--- src/casc_timer_params.svh ---
// Constants for the cascaded 16-bit timer counter
`ifndef CASC_TIMER_PARAMS_SVH
`define CASC_TIMER_PARAMS_SVH
`define CLKSEL_FX       3'h0
`define CLKSEL_FX_DIV2  3'h1
`define CLKSEL_EXT      3'h2
`define CLKSEL_EXT_DIV2 3'h3
`define CLKSEL_EXT_DIV4 3'h4
`define CLKSEL_EXT_DIV8 3'h5
`define COUNT_RESET     8'h00
`define COUNT_MAX       8'hFF
`define PRE_RESET       3'h0
`endif

--- src/casc_timer_pkg.sv ---
// Types for the cascaded 16-bit timer counter
package casc_timer_pkg;
   typedef logic [7:0] byte_t;
   typedef logic [2:0] clk_sel_t;
endpackage : casc_timer_pkg

--- src/cascaded_16bit_timer_counter.sv ---
// Cascaded 16-bit timer counter built from two 8-bit halves
//
// Behaviour
// - Upper half high byte, lower half low
// - Only lower enable starts, stops, clears
// - Joint match clears both, counting continues
// - Match raises lower interrupt only
// - Three-bit select chooses the count clock
// - Event mode counts each rising external edge
// - Square wave toggles on each joint match
// - Enable low forces square wave low
// - Enabled output starts low
// - First match may be one clock early
`timescale 1ns/1ps
`include "casc_timer_params.svh"
module cascaded_16bit_timer_counter (
   input  wire logic                     core_clk_i,
   input  wire logic                     reset_i,
   input  wire logic                     lower_count_enable_i,
   input  wire logic                     upper_count_enable_i,
   input  wire casc_timer_pkg::clk_sel_t clock_select_i,
   input  wire casc_timer_pkg::byte_t    upper_compare_reg_i,
   input  wire casc_timer_pkg::byte_t    lower_compare_reg_i,
   input  wire logic                     lower_output_enable_a_i,
   input  wire logic                     lower_output_enable_b_i,
   input  wire logic                     external_count_input_i,
   output logic [7:0]                    upper_count_reg_o,
   output logic [7:0]                    lower_count_reg_o,
   output logic                          lower_match_irq_o,
   output logic                          upper_match_irq_o,
   output logic                          lower_timer_out_pin_a_o,
   output logic                          lower_timer_out_pin_b_o
);
   import casc_timer_pkg::*;

   byte_t    upper_q, upper_d, lower_q, lower_d;
   logic     ext_q, ext_d, div2_q, div2_d, wave_q, wave_d;
   logic     irq_q, irq_d, out_a_q, out_a_d, out_b_q, out_b_d;
   // Upper interrupt is a flop held low so every output is registered
   logic     upper_irq_q, upper_irq_d;
   clk_sel_t pre_q, pre_d;
   logic     tick, edge_ext, match;

   // Upper enable is ignored: the pair is governed by the lower half
   logic unused_en;
   assign unused_en = upper_count_enable_i;

   always_comb begin
      // Pin is taken as synchronous, so one flop finds its rising edge
      ext_d    = external_count_input_i;
      edge_ext = external_count_input_i & ~ext_q;
      div2_d   = lower_count_enable_i ? ~div2_q : 1'b0;
      pre_d    = pre_q;
      if (!lower_count_enable_i) begin
         pre_d = `PRE_RESET;
      end else if (edge_ext) begin
         pre_d = clk_sel_t'(pre_q + 3'h1);
      end
      tick = 1'b0;
      case (clock_select_i)
         `CLKSEL_FX:       tick = 1'b1;
         `CLKSEL_FX_DIV2:  tick = div2_q;
         `CLKSEL_EXT:      tick = edge_ext;
         `CLKSEL_EXT_DIV2: tick = edge_ext & pre_q[0];
         `CLKSEL_EXT_DIV4: tick = edge_ext & (pre_q[1:0] == 2'h3);
         `CLKSEL_EXT_DIV8: tick = edge_ext & (pre_q == 3'h7);
         default:          tick = 1'b0;
      endcase
      // Prescaler restarts with enable, so first period may be short
      tick  = tick & lower_count_enable_i;
      match = (upper_q == upper_compare_reg_i) &&
              (lower_q == lower_compare_reg_i);
      upper_d = upper_q;
      lower_d = lower_q;
      wave_d  = wave_q;
      irq_d   = 1'b0;
      upper_irq_d = 1'b0;
      if (!lower_count_enable_i) begin
         upper_d = `COUNT_RESET;
         lower_d = `COUNT_RESET;
         wave_d  = 1'b0;
      end else if (tick) begin
         if (match) begin
            upper_d = `COUNT_RESET;
            lower_d = `COUNT_RESET;
            irq_d   = 1'b1;
            wave_d  = ~wave_q;
         end else begin
            lower_d = byte_t'(lower_q + 8'h01);
            if (lower_q == `COUNT_MAX) begin
               upper_d = byte_t'(upper_q + 8'h01);
            end
         end
      end
      // Pins take the new wave level, so they change with the counters
      out_a_d = lower_output_enable_a_i & wave_d;
      out_b_d = lower_output_enable_b_i & wave_d;
   end

   always_ff @(posedge core_clk_i) begin
      if (reset_i) begin
         upper_q <= `COUNT_RESET;
         lower_q <= `COUNT_RESET;
         ext_q   <= 1'b0;
         div2_q  <= 1'b0;
         pre_q   <= `PRE_RESET;
         wave_q  <= 1'b0;
         irq_q   <= 1'b0;
         out_a_q <= 1'b0;
         out_b_q <= 1'b0;
         upper_irq_q <= 1'b0;
      end else begin
         upper_q <= upper_d;
         lower_q <= lower_d;
         ext_q   <= ext_d;
         div2_q  <= div2_d;
         pre_q   <= pre_d;
         wave_q  <= wave_d;
         irq_q   <= irq_d;
         out_a_q <= out_a_d;
         out_b_q <= out_b_d;
         upper_irq_q <= upper_irq_d;
      end
   end

   assign upper_count_reg_o       = upper_q;
   assign lower_count_reg_o       = lower_q;
   assign lower_match_irq_o       = irq_q;
   assign upper_match_irq_o       = upper_irq_q;
   assign lower_timer_out_pin_a_o = out_a_q;
   assign lower_timer_out_pin_b_o = out_b_q;

   // Flat tick count since the last clear, kept apart from the two byte
   // counters so that carry and byte order are checked independently
   logic [16:0] cyc_q, cyc_d;
   always_comb begin
      cyc_d = cyc_q;
      if (!lower_count_enable_i || (tick && match)) begin
         cyc_d = 17'h0_0000;
      end else if (tick) begin
         cyc_d = 17'(cyc_q + 17'h0_0001);
      end
   end
   always_ff @(posedge core_clk_i) begin
      if (reset_i) begin
         cyc_q <= 17'h0_0000;
      end else begin
         cyc_q <= cyc_d;
      end
   end

   no_upper_irq_a: assert property (@(posedge core_clk_i)
      disable iff (reset_i) !upper_match_irq_o)
      else $error("upper interrupt raised");
   stop_clears_a: assert property (@(posedge core_clk_i)
      disable iff (reset_i) !lower_count_enable_i |=>
      upper_q == 8'h00 && lower_q == 8'h00)
      else $error("stop did not clear counters");
   stop_wave_low_a: assert property (@(posedge core_clk_i)
      disable iff (reset_i) !lower_count_enable_i |=>
      !lower_timer_out_pin_a_o && !lower_timer_out_pin_b_o)
      else $error("wave not low when stopped");
   match_clear_a: assert property (@(posedge core_clk_i)
      disable iff (reset_i) lower_count_enable_i && tick && match |=>
      irq_q && upper_q == 8'h00 && lower_q == 8'h00)
      else $error("match did not clear");
   carry_a: assert property (@(posedge core_clk_i)
      disable iff (reset_i) lower_count_enable_i && tick && !match &&
      lower_q == 8'hFF |=> lower_q == 8'h00 &&
      upper_q == $past(upper_q) + 8'h01)
      else $error("carry lost");
   wave_toggle_a: assert property (@(posedge core_clk_i)
      disable iff (reset_i) $rose(irq_q) && $past(lower_count_enable_i)
      |-> wave_q != $past(wave_q))
      else $error("wave did not toggle");
   fx_count_a: assert property (@(posedge core_clk_i)
      disable iff (reset_i) clock_select_i == 3'h0 &&
      lower_count_enable_i && !match |=>
      lower_q == $past(lower_q) + 8'h01)
      else $error("fx did not count");
   period_a: assert property (@(posedge core_clk_i)
      disable iff (reset_i) lower_count_enable_i && tick && match |->
      cyc_q == {1'b0, upper_compare_reg_i, lower_compare_reg_i})
      else $error("period differs from compare plus one");
   ext_idle_a: assert property (@(posedge core_clk_i)
      disable iff (reset_i) clock_select_i == 3'h2 &&
      !(external_count_input_i && !ext_q) |=> $stable(lower_q) ||
      lower_q == 8'h00)
      else $error("counted without edge");
   ext_count_a: assert property (@(posedge core_clk_i)
      disable iff (reset_i) clock_select_i == `CLKSEL_EXT &&
      lower_count_enable_i && edge_ext && !match |=>
      lower_q == $past(lower_q) + 8'h01)
      else $error("edge not counted");
   half_rate_a: assert property (@(posedge core_clk_i)
      disable iff (reset_i) clock_select_i == `CLKSEL_FX_DIV2 &&
      lower_count_enable_i && !div2_q |=> $stable(lower_q))
      else $error("half rate counted early");
   irq_cause_a: assert property (@(posedge core_clk_i)
      disable iff (reset_i) irq_q |->
      $past(lower_count_enable_i && tick && match))
      else $error("interrupt without match");
   start_low_a: assert property (@(posedge core_clk_i)
      disable iff (reset_i) $rose(lower_count_enable_i) |->
      !lower_timer_out_pin_a_o && !lower_timer_out_pin_b_o)
      else $error("pin not low at start");
   pin_a_follow_a: assert property (@(posedge core_clk_i)
      disable iff (reset_i) 1'b1 |=>
      lower_timer_out_pin_a_o == ($past(lower_output_enable_a_i) && wave_q))
      else $error("pin a does not follow wave");
   pin_b_follow_a: assert property (@(posedge core_clk_i)
      disable iff (reset_i) 1'b1 |=>
      lower_timer_out_pin_b_o == ($past(lower_output_enable_b_i) && wave_q))
      else $error("pin b does not follow wave");
endmodule : cascaded_16bit_timer_counter

--- config.mk ---
export PLATFORM = sky130hd
export DESIGN_NAME = cascaded_16bit_timer_counter
export DESIGN_NICKNAME = d
export VERILOG_FILES = /design/src/casc_timer_pkg.sv /design/src/cascaded_16bit_timer_counter.sv
export VERILOG_INCLUDE_DIRS = /design/src
export SDC_FILE = /design/constraint.sdc
export NUM_CORES = 1
export LEC_CHECK = 0
export ABC_AREA = 1
export BUFFER_PORTS_ARGS = -buffer_cell sky130_fd_sc_hd__buf_2
export CORE_ASPECT_RATIO = 0.9
export CORE_UTILIZATION = 35
export DETAILED_ROUTE_END_ITERATION = 10
export PLACE_DENSITY = 0.62
export SYNTH_ARGS = -nofsm -noshare
export SYNTH_HDL_FRONTEND = slang
export SYNTH_SLANG_ARGS = --single-unit
--- constraint.sdc ---
create_clock -name core_clk_i -period 1.7 [get_ports core_clk_i]
set_input_delay 0.34 -clock core_clk_i [delete_from_list [all_inputs] [get_ports core_clk_i]]
set_output_delay 0.34 -clock core_clk_i [all_outputs]
set_load 0.05 [all_outputs]
Word level (Yosys, flattened, before mapping):

Index checks and enable logic that the tools add are counted.

* word-level logic and storage cells: 48
* bits of input ports: 26
* bits in registers: 25

* multiplexer cells: 8
* reductions and logical operators: 6
* bitwise gates (word level): 12
* equal/unequal tests: 10
* $add $sub $neg: 3

Operator list (number)
* 8-bit 2-to-1 mux: 3
* 8-bit by 1-bit adder with 8-bit output, second input constant: 2
* 8-bit == test: 2
* 3-bit == test, second input constant: 3
* 8-bit == test, second input constant: 1
* 1-bit bitwise AND: 7
* 3-bit by 2-bit == test with 1-bit output, second input constant: 2
* 1-bit one-hot mux with 6 select lines: 1
* 1-bit inverter: 5
* 1-bit 2-to-1 mux: 4
* 3-bit by 1-bit adder with 3-bit output, second input constant: 1
* 3-bit by 1-bit == test with 1-bit output, second input constant: 1
* 3-bit logical NOT: 1
* 3-bit OR reduction: 1
* 2-bit == test, second input constant: 1
* 2-bit AND reduction: 1
* 2-bit nonzero test: 1
* 2-bit OR reduction: 1
* 1-bit logical AND: 1

Depth between registers and ports, before layout:

* depth after elaboration: 8
* gate-level depth with buffers: 12

Worst setup path before layout:

Ideal clock, no wire load.

* path type: register to register
* start: register lower_q[0] (netlist: lower_count_reg_o[0])
* end: register upper_q[3] (netlist: upper_count_reg_o[3])
* arrival: 1.752 ns
* data required time: 1.568 ns
* library setup time: 0.132 ns
* cell stages (with the launch flop): 9
* slack: -0.185 ns
* path buffers: 0
* path through: dfxtp_1 -> ha_1 -> nand4_2 -> nor3_4 -> inv_2 -> nand2_1 -> nand2_2 -> nand2_1 -> a21oi_1

* cells in the longest elaborated chain, start to end: 4

Ends and longest elaborated chain
* from (decl): line cascaded_16bit_timer_counter.sv:36 `byte_t upper_q, upper_d, lower_q, lower_d;`
* from (signal assigned): line cascaded_16bit_timer_counter.sv:103 `` lower_q <= `COUNT_RESET; ``
* from (signal assigned): line cascaded_16bit_timer_counter.sv:114 `lower_q <= lower_d;`
* 8-bit == test: line cascaded_16bit_timer_counter.sv:72 `(lower_q == lower_compare_reg_i);`
* 1-bit logical AND: line cascaded_16bit_timer_counter.sv:71 `match = (upper_q == upper_compare_reg_i) &&`
* 2-bit nonzero test (no source line)
* 2-bit AND reduction (no source line)
* to (signal assigned): line cascaded_16bit_timer_counter.sv:102 `` upper_q <= `COUNT_RESET; ``
* to (signal assigned): line cascaded_16bit_timer_counter.sv:113 `upper_q <= upper_d;`
* to (decl): line cascaded_16bit_timer_counter.sv:36

Several ways; a longest one is shown, not always the timed one.
A chain may end at the register's enable or synchronous reset.

Worst setup path after layout:

* start: register pre_q[0]
* end: register lower_q[5] (netlist: lower_count_reg_o[5])

* cells in the longest elaborated chain, start to end: 4

Ends and longest elaborated chain
* from (decl): line cascaded_16bit_timer_counter.sv:41 `clk_sel_t pre_q, pre_d;`
* from (signal assigned): line cascaded_16bit_timer_counter.sv:106 `` pre_q <= `PRE_RESET; ``
* from (signal assigned): line cascaded_16bit_timer_counter.sv:117 `pre_q <= pre_d;`
* 3-bit == test / 2-bit == test (equally long branches): line cascaded_16bit_timer_counter.sv:66, cascaded_16bit_timer_counter.sv:65
* 1-bit bitwise AND, on equally long branches: line cascaded_16bit_timer_counter.sv:66, cascaded_16bit_timer_counter.sv:65
* 1-bit one-hot mux with 6 select lines *: line cascaded_16bit_timer_counter.sv:60 `case (clock_select_i)`
* 1-bit bitwise AND *: line cascaded_16bit_timer_counter.sv:70 `tick = tick & lower_count_enable_i;`

Mark *: on every way between the ends. The rest lies on a longest branch, timed or not.

==> flow_summary.ini <==
[critical_path]
critical_path_class = reg2reg
worstPathRequired_ps = 1870
critical_path.startpoint_type = flip-flop
worstRegToRegCells = 11
cp_max_fo = 7
critPathArrivalTime_ps = 1740
end_kind = flip-flop

[drt]
wl_um = 3580
wl_per_cell_um = 9.84
vias = 1590
drtIter0Drc = 63
antenna_left = 0
drt_first_pass_iters = 4
viasPerCell = 4.37
drc_errors = 0

[final_layout]
layout.cells.non_filler = 364
final_common_cell = nand2_1
regArea_sq_um = 515
area_growth_syn_to_layout_pct = 25.7
antenna_cells = 0
drive_gt1_share_pct = 32.8
multi_input_area_sq_um = 951
final_cell_mix = nand2_1, buf_2, inv_1
fin_nets = 333
fill_cells = 473

[min_path]
whs_path_depth = 2
hp-class = in2reg

[pwr]
powerDensity_nw_per_um2 = 541
clkPwrFrac_pct = 32.3
power.share.combinational_pct = 14.0
peakVddDrop_mv = 0.393
seqPwrFrac_pct = 53.7
intPower_mw = 0.818
switching_share_pct = 26.6
power_switching_mw = 0.296
leakagePower_nw = 1.08

[cts]
clockRootBuffer = clkbuf_8
cts.hold.buffers_added = 0
clk_latency_ps = 270
cts_sinks = 25
htreeDepth = 1
post_cts_buffers = 0
cts_buffer_depth = 2
cts_inserted_buffers = 3
cts_tree = done
clk_pin_slew_worst_paths_ps = 90

[timing]
rsz0062_at_grt = false
post-route-period-util_pct = 92.3
maxSlewViolCount = 0
tns_ps = 0
hold_viol_final = 0
fin_skew_ps = 4.51
min_period_ps = 1570
setup_violations = 0
fmax_mhz = 637

[global_routing]
grt.overflow.total = 0
grt_pass1_vias = 1423
grt_max_degree = 14
grt_antenna_before_repair = 0
grt_usage_pct = 15.6
grt_pass1_wl_um = 5950

[die]
io_pins = 46
start_util_pct = 36.7
num_rows = 23
die_h_um = 66.9
core_area_sq_um = 4460
die_w_um = 74.1
dieArea_sq_um = 4960

[outcome]
status = complete, no violations

[job]
cap_viol_max_count = 0

[placement]
placed_cells = 359
io_buffers = 43
place.gp.congestion = 0.828
dp_hpwl_um = 2720

[synthesis]
syn-num-nets = 281
ys_types = 28
ys_ff_latch = 25
postSynthCellCount = 251
syn_area_sq_um = 1640
yosysSeqAreaShare_pct = 30.6
syn_avg_cell_area_sq_um = 6.53
yosysWarnings = 0
[power by group through the flow]
stage	sequential, mW	combinational (mW)	clock [mW]
3_5_place_dp	0.612	0.146	0
4_1_cts	0.599	0.146	0.370
6_report	0.598	0.156	0.360
2_1_floorplan	0.618	0.0897	0
5_1_grt	0.600	0.176	0.398
3_3_place_gp	0.612	0.144	0
[synth_stat cells (all sizes together)]
cell	n	area, sq um
o21ai	6	41.3
clkinv	1	8.76
nand4	11	75.1
clkbuf	1	3.75
nor3	7	51.3
o21bai	2	26.3
buf	3	30.0
dfxtp	25	500
nand2	84	340
nor2	30	143
conb	1	3.75
nand3	9	50.1
a21oi	10	50.1
inv	47	176
xor2	10	87.6
ha	4	50.1
[path summary, 6_finish.rpt]
| check | slack (ps) | start | end |
|---|---|---|---|
| max reg2reg | 130 | pre_q[0] | lower_count_reg_o[5] |
| min reg2reg | 440 | div2_q | div2_q |
| max | 130 | pre_q[0] | lower_count_reg_o[5] |
| min | 240 | reset_i | ext_q |
[flip-flops by register name, summed over array words and instances, names as in the netlist]
signal,cells
pre_q,3
lower_timer_out_pin_a_o,1
lower_timer_out_pin_b_o,1
lower_count_reg_o,8
wave_q,1
div2_q,1
upper_count_reg_o,8
ext_q,1
lower_match_irq_o,1
[per-layer routing]
layer	share of wire (%)	global-route usage (%)	routed length [um]	up-vias
met4	0.64	3.13	23	0
met3	3.7	4.08	131	2
met2	45	26.0	1610	32
li1	-	-	-	867
met5	0	0	0	-
met1	51	20.1	1820	689
[cell families after synthesis]
logic type / Yosys count / synth area share [%]
XOR/XNOR: 10 / 5.35
AO/OA/AOI/OAI: 18 / 7.18
adder cells (fa/ha/maj): 4 / 3.06
buffers and inverters: 52 / 13.4
other: 1 / 0.229
AND/OR/NAND/NOR: 141 / 40.3
flip-flops: 25 / 30.6
[per-stage QoR]
stage | instance area [sq um] | utilization, % | setup WS, ps | hold slack, ps | power, mW
after floorplan | 1650 | - | 12.7 | 393 | 0.707
after global placement | 1960 | 44.0 | 57.0 | 412 | 0.756
after detailed placement | 1960 | 44.0 | 42.2 | 420 | 0.758
after CTS | 2010 | 45.0 | 18.2 | 226 | 1.11
after global routing | 2060 | 46.1 | 2.10 | 224 | 1.17
final | 2060 | 46.1 | 131 | 237 | 1.11
[layout make-up]
class                           count  share of cell area (%)
Tap cell                           62                    3.77
Timing Repair inverter              1                   0.426
Inverter                           48                    9.36
Clock buffer                        4                    2.19
Timing Repair Buffer               50                    13.0
Sequential cell                    25                    25.0
Multi-Input combinational cell    174                    46.2
[critical path, cell delays in order (launching register included)]
cell	delay [ps]
dfxtp_1	350
ha_1	170
ha_1	140
nand3_1	60
nand2_1	70
nand2_2	60
nand2_4	110
inv_2	100
o21ai_4	270
inv_2	40
nand2_1	50
nor2_1	30
[timing repair]
item / CTS / global route
endpoints found under the setup margin: 0 / 11
endpoints found under the hold margin: 0 / 0
resized for setup: 0 / 11
No activity file was read; power rests on OpenSTA's default activity.
